<file path="config.mk">
export PLATFORM = sky130hd
export DESIGN_NAME = stc_top
export DESIGN_NICKNAME = d
export VERILOG_FILES = /design/src/rtl/stc_tick.v /design/src/rtl/stc_top.v
export VERILOG_INCLUDE_DIRS = /design/src /design/src/rtl
export SDC_FILE = /design/constraint.sdc
export NUM_CORES = 1
export LEC_CHECK = 0
export ABC_AREA = 1
export BUFFER_PORTS_ARGS = -buffer_cell sky130_fd_sc_hd__buf_4
export CORE_MARGIN = 2
export CORE_UTILIZATION = 50
export DETAILED_ROUTE_END_ITERATION = 12
export PLACE_DENSITY = 0.76
export SLEW_MARGIN = 5
export SYNTH_ARGS = -nofsm -noshare
export SYNTH_HDL_FRONTEND = slang
export SYNTH_HIERARCHICAL = 1
export SYNTH_SLANG_ARGS = --single-unit
</file>
<file path="constraint.sdc">
create_clock -name ref_clk -period 14.35 [get_ports ref_clk]
set_clock_uncertainty 0.05 [all_clocks]
set_input_delay 0 -clock ref_clk [delete_from_list [all_inputs] [get_ports ref_clk]]
set_output_delay 0 -clock ref_clk [all_outputs]
set_load 0.01 [all_outputs]
</file>
<file path="src/rtl/stc_map.vh">
/*
 Register map and timing constants for the sleep timing configuration block.
 Assumes a 125 MHz clock and a 32-bit APB register bus.
*/
`ifndef STC_MAP_VH
`define STC_MAP_VH
`define STC_ADDR_WP 12'h024
`define STC_ADDR_SLP1 12'h028
`define STC_ADDR_ETM 12'h02C
`define STC_ADDR_CTRL 12'h040
`define STC_ADDR_STAT 12'h044
`define STC_IDX_WP 8'h09
`define STC_IDX_SLP1 8'h0A
`define STC_IDX_ETM 8'h0B
`define STC_WP_OPEN 8'h5A
`define STC_WP_RST 8'h00
`define STC_SLP1_RST 8'h72
`define STC_ETM_RST 8'h10
`define STC_FLD_HI 7
`define STC_FLD_LO 4
`define STC_DFLD_HI 3
`define STC_DFLD_LO 0
`define STC_CTRL_RST 1'h1
`define STC_CLK_MHZ 125
`define STC_POLL_STEP_MS 4
`define STC_L_ENTRY_STEP_MS 128
`define STC_D_ENTRY_STEP_MS 20480
`define STC_PH_NORMAL 3'h0
`define STC_PH_ENTER_L 3'h1
`define STC_PH_ENTER_D 3'h2
`define STC_PH_ASLEEP 3'h4
`endif

</file>
<file path="src/rtl/stc_tick.v">
/*
 Step tick generator: one pulse every step_cycles clocks while running.
 Assumes a synchronous, already released reset.
*/
`timescale 1ns/1ps
`default_nettype none
module stc_tick #(
   parameter [31:0] STEP_CYCLES = 32'h0000_0010
) (
   input wire clk,
   input wire rst_n,
   input wire run,
   output reg tick
);
   reg [31:0] cnt_r;
   always @(posedge clk or negedge rst_n) begin
      if (!rst_n) begin
         cnt_r <= 32'h0;
         tick <= 1'b0;
      end else if (!run) begin
         cnt_r <= 32'h0;
         tick <= 1'b0;
      end else if (cnt_r >= STEP_CYCLES - 32'h1) begin
         cnt_r <= 32'h0;
         tick <= 1'b1;
      end else begin
         cnt_r <= cnt_r + 32'h1;
         tick <= 1'b0;
      end
   end
endmodule
`default_nettype wire

</file>
<file path="src/rtl/stc_top.v">
/*
 Sleep timing configuration: APB registers, light/deep sleep entry and
 periodic wake polling. Assumes motion is reported by a level input.
*/
`timescale 1ns/1ps
`default_nettype none
`include "stc_map.vh"
// Behaviour
// In light sleep, wake periodically for a motion check using the upper nibble interval.
// Poll interval code n gives (n+1) times 4 ms.
// Poll interval field resets to 0111, a 32 ms interval.
// Light sleep entry delay from upper nibble, 128 ms steps, reset code 0001.
// Software writes 0010 into the low nibble of the poll setting register.
// Registers 0x0A upward are writable only while write protect holds 0x5A; the code guards only 0x0A and 0x0B, and CTRL writes always land.
// Phase reported as 3-bit code plus a bit telling light from deep sleep.
module stc_top #(
   parameter [31:0] POLL_STEP_CYC = `STC_POLL_STEP_MS * 32'h0000_03E8 * `STC_CLK_MHZ,
   parameter [31:0] L_ENTRY_STEP_CYC = `STC_L_ENTRY_STEP_MS * 32'h0000_03E8 * `STC_CLK_MHZ,
   parameter [31:0] D_ENTRY_STEP_CYC = `STC_D_ENTRY_STEP_MS * 32'h0000_03E8 * `STC_CLK_MHZ
) (
   input wire ref_clk,
   input wire rstn,
   input wire psel,
   input wire penable,
   input wire pwrite,
   input wire [11:0] paddr,
   input wire [31:0] pwdata,
   output reg [31:0] prdata,
   output reg pready,
   output reg pslverr,
   input wire motion,
   output reg [2:0] operation_phase,
   output reg deep_sleep,
   output reg poll_wake,
   output reg wake_event
);
   localparam [3:0] S_NORM = 4'h1;
   localparam [3:0] S_ENT_L = 4'h2;
   localparam [3:0] S_ENT_D = 4'h4;
   localparam [3:0] S_SLEEP = 4'h8;

   reg rst_s1_r;
   reg rst_n_r;
   always @(posedge ref_clk or negedge rstn) begin
      if (!rstn) begin
         rst_s1_r <= 1'b0;
         rst_n_r <= 1'b0;
      end else begin
         rst_s1_r <= 1'b1;
         rst_n_r <= rst_s1_r;
      end
   end

   reg [7:0] wp_r;
   reg [7:0] slp1_r;
   reg [7:0] etm_r;
   reg sleep_en_r;
   reg [3:0] st_r;
   reg deep_r;
   reg [3:0] step_r;
   reg [31:0] rd_nxt;
   // First access-phase cycle; the answer follows one cycle later
   wire access = psel & penable & ~pready;
   // Writes land on the edge at which the master sees pready high
   wire commit = psel & penable & pready & pwrite;
   wire sel_wp = (paddr == `STC_ADDR_WP);
   wire sel_slp1 = (paddr == `STC_ADDR_SLP1);
   wire sel_etm = (paddr == `STC_ADDR_ETM);
   wire sel_ctrl = (paddr == `STC_ADDR_CTRL);
   wire sel_stat = (paddr == `STC_ADDR_STAT);
   wire sel_prot = sel_slp1 | sel_etm;
   wire hit = sel_wp | sel_prot | sel_ctrl | sel_stat;
   wire wp_open = (wp_r == `STC_WP_OPEN);
   wire [3:0] poll_code = slp1_r[`STC_FLD_HI:`STC_FLD_LO];
   wire [3:0] l_code = etm_r[`STC_FLD_HI:`STC_FLD_LO];
   wire [3:0] d_code = etm_r[`STC_DFLD_HI:`STC_DFLD_LO];
   wire run_poll = (st_r == S_SLEEP) & ~deep_r;
   wire run_l = (st_r == S_ENT_L);
   wire run_d = (st_r == S_ENT_D);
   wire t_poll;
   wire t_l;
   wire t_d;

   stc_tick #(
      .STEP_CYCLES(POLL_STEP_CYC)
   ) u_poll (
      .clk(ref_clk),
      .rst_n(rst_n_r),
      .run(run_poll),
      .tick(t_poll)
   );
   stc_tick #(
      .STEP_CYCLES(L_ENTRY_STEP_CYC)
   ) u_lent (
      .clk(ref_clk),
      .rst_n(rst_n_r),
      .run(run_l),
      .tick(t_l)
   );
   stc_tick #(
      .STEP_CYCLES(D_ENTRY_STEP_CYC)
   ) u_dent (
      .clk(ref_clk),
      .rst_n(rst_n_r),
      .run(run_d),
      .tick(t_d)
   );

   // Read data of the addressed register; unmapped reads give zero
   always @* begin
      rd_nxt = 32'h0000_0000;
      case (paddr)
         `STC_ADDR_WP: rd_nxt = {24'h00_0000, wp_r};
         `STC_ADDR_SLP1: rd_nxt = {24'h00_0000, slp1_r};
         `STC_ADDR_ETM: rd_nxt = {24'h00_0000, etm_r};
         `STC_ADDR_CTRL: rd_nxt = {31'h0000_0000, sleep_en_r};
         `STC_ADDR_STAT: rd_nxt = {28'h000_0000, deep_sleep, operation_phase};
         default: rd_nxt = 32'h0000_0000;
      endcase
   end

   // Bus answer, one wait state; protected writes are dropped with an error
   always @(posedge ref_clk or negedge rst_n_r) begin
      if (!rst_n_r) begin
         prdata <= 32'h0000_0000;
         pready <= 1'b0;
         pslverr <= 1'b0;
      end else begin
         pready <= access;
         pslverr <= 1'b0;
         if (access) begin
            prdata <= rd_nxt;
            pslverr <= ~hit | (pwrite & sel_prot & ~wp_open);
         end
      end
   end

   // Register storage
   always @(posedge ref_clk or negedge rst_n_r) begin
      if (!rst_n_r) begin
         wp_r <= `STC_WP_RST;
         slp1_r <= `STC_SLP1_RST;
         etm_r <= `STC_ETM_RST;
         sleep_en_r <= `STC_CTRL_RST;
      end else if (commit) begin
         if (sel_wp) wp_r <= pwdata[7:0];
         if (sel_slp1 && wp_open) slp1_r <= pwdata[7:0];
         if (sel_etm && wp_open) etm_r <= pwdata[7:0];
         if (sel_ctrl) sleep_en_r <= pwdata[0];
      end
   end

   // Sleep phase machine; each step counts code+1 ticks
   always @(posedge ref_clk or negedge rst_n_r) begin
      if (!rst_n_r) begin
         st_r <= S_NORM;
         deep_r <= 1'b0;
         step_r <= 4'h0;
         poll_wake <= 1'b0;
         wake_event <= 1'b0;
      end else begin
         poll_wake <= 1'b0;
         wake_event <= 1'b0;
         case (st_r)
            S_NORM: begin
               step_r <= 4'h0;
               deep_r <= 1'b0;
               if (sleep_en_r && !motion) st_r <= S_ENT_L;
            end
            S_ENT_L: begin
               if (motion || !sleep_en_r) st_r <= S_NORM;
               else if (t_l) begin
                  if (step_r == l_code) begin
                     st_r <= S_SLEEP;
                     step_r <= 4'h0;
                  end else step_r <= step_r + 4'h1;
               end
            end
            S_SLEEP: begin
               if (!deep_r && t_poll) begin
                  if (step_r == poll_code) begin
                     step_r <= 4'h0;
                     poll_wake <= 1'b1;
                     if (motion) begin
                        st_r <= S_NORM;
                        wake_event <= 1'b1;
                     end else st_r <= S_ENT_D;
                  end else step_r <= step_r + 4'h1;
               end else if (deep_r && motion) begin
                  st_r <= S_NORM;
                  wake_event <= 1'b1;
               end
            end
            S_ENT_D: begin
               if (motion) begin
                  st_r <= S_NORM;
                  wake_event <= 1'b1;
               end else if (t_d) begin
                  if (step_r == d_code) begin
                     st_r <= S_SLEEP;
                     deep_r <= 1'b1;
                     step_r <= 4'h0;
                  end else step_r <= step_r + 4'h1;
               end
            end
            default: st_r <= S_NORM;
         endcase
      end
   end

   // Phase output, registered
   always @(posedge ref_clk or negedge rst_n_r) begin
      if (!rst_n_r) begin
         operation_phase <= `STC_PH_NORMAL;
         deep_sleep <= 1'b0;
      end else begin
         deep_sleep <= deep_r;
         case (st_r)
            S_ENT_L: operation_phase <= `STC_PH_ENTER_L;
            S_ENT_D: operation_phase <= `STC_PH_ENTER_D;
            S_SLEEP: operation_phase <= `STC_PH_ASLEEP;
            default: operation_phase <= `STC_PH_NORMAL;
         endcase
      end
   end
endmodule
`default_nettype wire

</file>
==> impl_metrics.ini, run 1 <==
[run_status]
run_status = complete, no violations

[clock_tree]
clk_latency_ps = 430
root_buffer = clkbuf_16
cts_max_level = 4
cts_resized = 0
cts_tree = done
clkTransAtPathRegs_ps = 60
cts_buffers = 17
cts_max_path_buffers = 2
cts_setup_buffers = 0
cts.sinks = 151

[setup_path]
rr_worst_depth = 8
r2r_setup_slack_ps = 12230
critPathSlowestCell = dlygate4sd3_1
cp.depth = 7
end_kind = flop
timing.rr.start = u_dent/cnt_r[0]
cp-endpoint = sleep_en_r
crit_type = input pin to flop
cpMostUsedCell = dlygate4sd3_1
critPathArrivalTime_ps = 2470
crit_start = paddr[2]
cpLargestDelayFamily = buffers and inverters
r2r-end = u_dent/cnt_r[13]
crit_chain = dlygate4sd3_1 > buf_4 > nor3_1 > dlygate4sd3_1 > nand3_1 > dlygate4sd3_1 > a21oi_1
path_buf_inv = 4
cp.required_ps = 14660
worstPathMaxFanout = 4
startpoint_type = input pin
slowest_delay_ps = 630

[power]
power_w = 0.00100
cellPowerDensity_nw_per_um2 = 104
power_leakage_nw = 4.47
ir_drop_mv = 0.101

[timing]
tightest_slew_ps = 971
fin_setup_tns_ps = 0
fin_crit_sh_pct = 15.1
fmaxAchievable_mhz = 462
whs_ps = 37.9
period_needed_ps = 2160
rsz0062_at_grt = no
drv_slew = 0
setup_viol = 0
final-hold-violation-count = 0
maxSlewHeadroom_pct = 35.2

[min_path]
min_from = paddr[3]
hold_path.class = input pin to flop

[floorplanning]
rows = 47
dieHeight_um = 134
die_w_um = 134
initial_core_util_pct = 51.0
core_um2 = 16600
die_area_um2 = 18000
num_io_pins = 90

[global_route]
grt_max_degree = 79
grt_pass1_vias = 6578
antenna_found_initial = 0
grt_pass1_wl_um = 29600
grt_usage_pct = 20.4
grt_overflow = 0

[drt]
vias = 6932
wire_per_inst_um = 12.1
dr.pass1.iters = 5
route.detailed.drc = 0
antenna_left = 0
vias_per_cell = 4.84
wl_um = 17300
drtIter0Drc = 424

[layout]
final_nets = 1254
area_delta_synth_final_pct = 14.3
final_layout_size_suffix_gt1_share_pct = 13.4
n_antenna_cell = 0
mostFrequentLayoutCells = 336 x nand2_1, 188 x nor2_1, 143 x dfrtp_1
design_area_um2 = 9670
layout_commonest_cell = nand2_1

[logic_synthesis]
ys_seq_area_share_pct = 44.8
syn_inst = 1116
synth_top_area_share_pct = 42.6
yosysWarnings = 6
synth-seq-cells = 151
avgSynthCellArea_um2 = 7.58
syn_area_um2 = 8460
ys_types = 37
synth_area_leaders = dfrtp_1 43%, nand2_1 15%, nor2_1 8.3%
yosysTopAreaCell = dfrtp_1

[place]
hpwl_um = 12000
place_area_um2 = 8890
io_buffers = 41
globalplace.congestion = 0.881

[flow_run]
maxCapViolCount = 0
## worst reg2reg max path: cells and delay by family (launching register included)
family          cells  cell delay [ps]
compound gates      1              100
flops               1              410
fa+ha+maj           1              250
simple gates        6             1220
## metrics by stage
step	std cells	worst slack, ps	util (%)
finish	1433	12190	58.3
global placement	1384	12220	53.6
detailed placement	1384	12190	53.6
CTS	1433	12210	58.3
global route	1433	11970	58.3
floorplan	1158	9790	-
## worst min path at each step
stage,slack (ps),cells past startpoint,to
finish,40,6,prdata[0]
floorplan,-350,0,rst_n_r
detailed placement,-270,1,rst_s1_r
global route,50,6,prdata[0]
CTS,10,6,prdata[0]
global placement,-270,1,rst_s1_r
## metal layers
metal | GRT usage, % | part of all wire [%]
met1 | 26.2 | 46
met2 | 34.1 | 48
met3 | 4.57 | 4.4
met4 | 6.96 | 1.6
met5 | 0 | 0
## power breakdown
group | internal (W) | total, W | switching [W] | leakage (nW)
sequential | 0.000439 | 0.000451 | 0.0000120 | 1.96
clock | 0.000290 | 0.000464 | 0.000174 | 0.285
combinational | 0.0000296 | 0.0000904 | 0.0000609 | 2.22
total | 0.000758 | 0.00100 | 0.000247 | 4.47
## final cells by class
type | count | area, um^2
Inverter | 126 | 473
Sequential cell | 151 | 3790
Clock inverter | 13 | 181
Fill cell | 1516 | 6910
Multi-Input combinational cell | 845 | 4030
Timing Repair Buffer | 59 | 485
Clock buffer | 19 | 433
Tap cell | 220 | 275
## Yosys cell counts, drive strengths merged
cell and number:
nor2 229, buf 35, xnor2 18, dfrtp 144, o32ai 1, nor3b 1, a21oi 14, o21bai 1
conb 4, nor3 19, nand3b 3, nand4 20, dfstp 7, ha 4, inv 126, nand3 88
o21ai 25, a21boi 3, xor2 29, nand2 343, clkbuf 1, o22ai 1
## kinds of logic after synthesis
kind of cell,after synthesis,synth area share (%)
DFF,151,44.8
buffers and inverters,162,9.43
AOI/OAI and AO/OA,45,3.28
other,4,0.177
and+or+nand+nor,703,36.9
adders and majority gates,4,0.591
xor gates and xnor gates,47,4.86
## timing repair
| action | in CTS | in global routing |
|---|---|---|
| setup endpoints to repair | 0 | 0 |
| hold endpoints to repair | 33 | 0 |
| hold buffers | 17 | 0 |
## state kept, by name, indices dropped and copies added, names as in the netlist, 3 cells and up
register and count:
step_r 4, wp_r 8, u_dent/cnt_r 32, st_r 4
operation_phase 3, u_poll/cnt_r 32, prdata 8, etm_r 8
slp1_r 8, u_lent/cnt_r 32
No activity file was read; power rests on OpenSTA's default activity.
==> inputs of run 2 (changes only) <==
==> constraint.sdc (replaced) <==
create_clock -name ref_clk -period 2.2 [get_ports ref_clk]
set_clock_uncertainty 0.05 [all_clocks]
set_input_delay 0 -clock ref_clk [delete_from_list [all_inputs] [get_ports ref_clk]]
set_output_delay 0 -clock ref_clk [all_outputs]
set_load 0.01 [all_outputs]
==> impl_metrics.ini, run 2 (same netlist as run 1, synthesis figures left out) <==
[clock_tree]
clk_latency_ps = 420
root_buffer = clkbuf_16
cts_max_path_buffers = 2
cts_max_level = 4
cts.sinks = 151
clkTransAtPathRegs_ps = 60
cts_setup_buffers = 0
cts_buffers = 17
cts_tree = done

[layout]
area_delta_synth_final_pct = 15.2
reg_top3 = u_dent/cnt_r (32), u_lent/cnt_r (32), u_poll/cnt_r (32)
layout_commonest_cell = nand2_1
final_nets = 1259
design_area_um2 = 9750
mostFrequentLayoutCells = 336 x nand2_1, 188 x nor2_1, 143 x dfrtp_1
n_antenna_cell = 0
final_layout_size_suffix_gt1_share_pct = 14.0

[floorplanning]
die_w_um = 134
rows = 47
num_io_pins = 90
initial_core_util_pct = 51.0
dieHeight_um = 134
die_area_um2 = 18000
core_um2 = 16600

[setup_path]
timing.rr.start = u_dent/cnt_r[0]
end_kind = flop
rr_worst_depth = 9
worstPathMaxFanout = 32
startpoint_type = flop
crit_type = flop to flop
cp.required_ps = 2460
critPathArrivalTime_ps = 2080
crit_start = u_dent/cnt_r[0]

[drt]
antenna_left = 0
dr.pass1.iters = 5
vias_per_cell = 4.86
vias = 6992
wl_um = 17200
drtIter0Drc = 424
wire_per_inst_um = 12.0
route.detailed.drc = 0

[timing]
final-hold-violation-count = 0
rsz0062_at_grt = no
setup_viol = 0
drv_slew = 0
maxSlewHeadroom_pct = 64.1
fin_setup_tns_ps = 0
whs_ps = 35.0
fmaxAchievable_mhz = 549
fin_crit_sh_pct = 82.8
tightest_slew_ps = 535
period_needed_ps = 1820

[min_path]
min_from = paddr[10]
min_path_cells = 6
hold_path.class = input pin to flop

[power]
power_leakage_nw = 4.52
power_w = 0.00648
cellPowerDensity_nw_per_um2 = 664
ir_drop_mv = 0.632

[global_route]
grt_pass1_vias = 6714
grt_pass1_wl_um = 30200
grt_overflow = 0
grt_max_degree = 40
grt_usage_pct = 20.6
antenna_found_initial = 0

[place]
globalplace.congestion = 0.878
io_buffers = 41
place_area_um2 = 8980
hpwl_um = 12600

[flow_run]
maxCapViolCount = 0

[run_status]
run_status = complete, no violations
-- run 2: routing by layer --
metal,vias to the layer above,GRT usage (%),part of all wire [%]
met4,0,6.55,1.0
li1,3558,-,-
met5,-,0,0
met3,14,3.59,3.6
met1,3293,27.1,47
met2,127,35.0,48
-- run 2: layout make-up --
type                            count  area [um^2]
Clock buffer                       18          439
Clock inverter                     14          166
Fill cell                        1500         6830
Inverter                          126          473
Multi-Input combinational cell    845         4030
Sequential cell                   151         3790
Tap cell                          220          275
Timing Repair Buffer               64          571
-- run 2: power by group --
part,switching [W],internal [W],total (W)
combinational,0.000398,0.000206,0.000604
sequential,0.0000629,0.00286,0.00292
clock,0.00121,0.00174,0.00295
-- run 2: metrics by stage --
stage,setup WS (ps),utilization [%],std cells
final,379,58.8,1438
after global routing,171,58.8,1438
after CTS,367,58.8,1438
after detailed placement,366,54.2,1390
after global placement,443,54.2,1390
after floorplan,576,-,1158
-- run 2: repair_timing --
item,CTS,global route
hold endpoints to repair,34,0
gates resized for setup,0,0
hold buffers,16,0
-- run 2: worst paths after layout --
path                                     to  slack [ps]
setup / recovery           u_dent/cnt_r[30]         380
hold / removal                   sleep_en_r          40
setup reg to reg           u_dent/cnt_r[30]         380
hold reg to reg             u_dent/cnt_r[0]         260
max in group asynchronous         slp1_r[6]        1190
min in group asynchronous   u_dent/cnt_r[0]         260
-- run 2: critical path: stages (launching register included) --
cell and delay [ps]:
dfrtp_1 400, ha_1 230, nand2_1 80, nor2_2 160
nand2_2 140, o21ai_1 180, nand2_1 100, nand3_2 100
buf_12 180, nor2_1 60
==> inputs of run 3 (changes only) <==
--- a/config.mk
+++ b/config.mk
@@ -11,7 +11,7 @@
 export CORE_MARGIN = 2
 export CORE_UTILIZATION = 50
 export DETAILED_ROUTE_END_ITERATION = 12
-export PLACE_DENSITY = 0.76
+export PLACE_DENSITY = 0.78
 export SLEW_MARGIN = 5
 export SYNTH_ARGS = -nofsm -noshare
 export SYNTH_HDL_FRONTEND = slang
==> constraint.sdc (replaced) <==
create_clock -name ref_clk -period 1.6 [get_ports ref_clk]
set_clock_uncertainty 0.05 [all_clocks]
set_input_delay 0 -clock ref_clk [delete_from_list [all_inputs] [get_ports ref_clk]]
set_output_delay 0 -clock ref_clk [all_outputs]
set_load 0.01 [all_outputs]
==> impl_metrics.ini, run 3 (same netlist as run 1, synthesis figures left out) <==
[setup_path]
timing.rr.start = u_dent/cnt_r[15]
r2r_setup_slack_ps = -10
startpoint_type = flop
crit_type = flop to flop
end_kind = flop
critPathArrivalTime_ps = 1880
worstPathMaxFanout = 6
r2r-end = u_dent/cnt_r[15]
cp.required_ps = 1870
rr_worst_depth = 9

[layout]
area_delta_synth_final_pct = 23.2
final_cells = 1475
n_antenna_cell = 0
final_nets = 1296
layout_commonest_cell = nand2_1
final_layout_size_suffix_gt1_share_pct = 21.1
fin_util_pct = 62.8
nFillCells = 1393
reg_top3 = u_dent/cnt_r (32), u_lent/cnt_r (32), u_poll/cnt_r (32)
mostFrequentLayoutCells = 327 x nand2_1, 155 x nor2_1, 139 x dfrtp_1

[clock_tree]
root_buffer = clkbuf_16
cts_buffers = 17
clkTransAtPathRegs_ps = 60
cts.sinks = 151
cts_max_path_buffers = 2
cts_max_level = 4
clk_latency_ps = 430
cts_tree = done

[drt]
wl_um = 19400
route.detailed.drc = 0
vias = 7349
antenna_left = 0
drtIter0Drc = 660
wire_per_inst_um = 13.1
dr.pass1.iters = 6
vias_per_cell = 4.98

[global_route]
grt_overflow = 0
grt_usage_pct = 21.6
grt_pass1_vias = 6896
grt_pass1_wl_um = 31500
antenna_found_initial = 0
grt_max_degree = 62

[power]
p_sw_w = 0.00243
power_leakage_nw = 4.77
comb_power_share_pct = 11.3
internal_power_w = 0.00646
cellPowerDensity_nw_per_um2 = 853
switching_share_pct = 27.3
ir_drop_mv = 0.889
seqPwrFrac_pct = 45.0
p_clk_share_pct = 43.7

[floorplanning]
initial_core_util_pct = 51.0
core_um2 = 16600
die_w_um = 134
rows = 47
num_io_pins = 90
dieHeight_um = 134
die_area_um2 = 18000

[min_path]
min_from = paddr[7]
hold_path.class = input pin to flop
min_path_cells = 6
holdPathEnd = sleep_en_r

[timing]
worst_slack_ps = -10.1
period_needed_ps = 1610
whs_ps = 20.8
final-hold-violation-count = 0
maxSlewHeadroom_pct = 62.7
fin_crit_sh_pct = 101
tightest_slew_ps = 556
drv_slew = 0
fmaxAchievable_mhz = 621
setup_viol = 11
rsz0062_at_grt = yes

[place]
placed_cells = 1416
io_buffers = 41
hpwl_um = 13200
globalplace.congestion = 0.902

[run_status]
violations = setup timing
run_status = finished with violations

[flow_run]
maxCapViolCount = 0
run 3: cell type report:
class / instances / area [um^2] / area share, %
clock buffers: 17 / 425 / 4.08
clock inverters: 15 / 143 / 1.37
inverters: 126 / 473 / 4.54
multi-input cells: 846 / 4350 / 41.7
flip-flops and latches: 151 / 3800 / 36.4
well taps: 220 / 275 / 2.64
repair buffers: 100 / 960 / 9.21
run 3: metal layers:
metal  vias up  global-route usage [%]  wire length [um]  part of all wire, %
li1       3649                       -                 -                    -
met1      3448                    27.9              8350                   43
met2       217                    36.3              9700                   50
met3        35                    4.23               941                  4.9
met4         0                    8.13               367                  1.9
met5         -                       0                 0                    0
run 3: what timing repair did:
| item | in CTS | in global routing |
|---|---|---|
| setup buffers | 1 | 3 |
| hold buffers | 16 | 0 |
| gates resized for setup | 1 | 87 |
| pin swaps | 1 | 14 |
| cloned | 0 | 7 |
| endpoints found under the setup margin | 35 | 88 |
| endpoints found under the hold margin | 34 | 0 |
run 3: critical path, stage by stage (launching register included):
cell and delay (ps):
dfrtp_1 410, inv_1 130, nand2_1 80, nor2_1 120
nand2_1 90, o21ai_2 150, nand2_2 90, nand3_4 140
clkbuf_16 180, nor2_1 40
run 3: worst max path at each step:
stage,from,to
after global routing,u_poll/cnt_r[1],u_poll/cnt_r[4]
after CTS,u_dent/cnt_r[1],u_dent/cnt_r[4]
after global placement,u_poll/cnt_r[0],u_poll/cnt_r[3]
after floorplan,rst_n_r,deep_r
after detailed placement,st_r[1],u_poll/cnt_r[2]
final,u_dent/cnt_r[15],u_dent/cnt_r[15]
run 3: power by group through the flow:
stage | logic, W | clock network, W | registers (W)
floorplan | 0.000553 | 0 | 0.00411
global route | 0.00113 | 0.00413 | 0.00401
detailed placement | 0.000877 | 0 | 0.00407
CTS | 0.000912 | 0.00395 | 0.00400
global placement | 0.000860 | 0 | 0.00407
finish | 0.00100 | 0.00388 | 0.00400
run 3: per-stage QoR:
step	setup TNS [ps]	cell area [um^2]	power (W)	setup WS (ps)
final	-69.3	10400	0.00889	-10.1
after global routing	-3900	10400	0.00926	-94.1
after CTS	-63.4	9950	0.00886	-12.3
after detailed placement	-624	9200	0.00495	-65.6
after global placement	0	9200	0.00493	34.8
after floorplan	-3470	8620	0.00467	-24.4
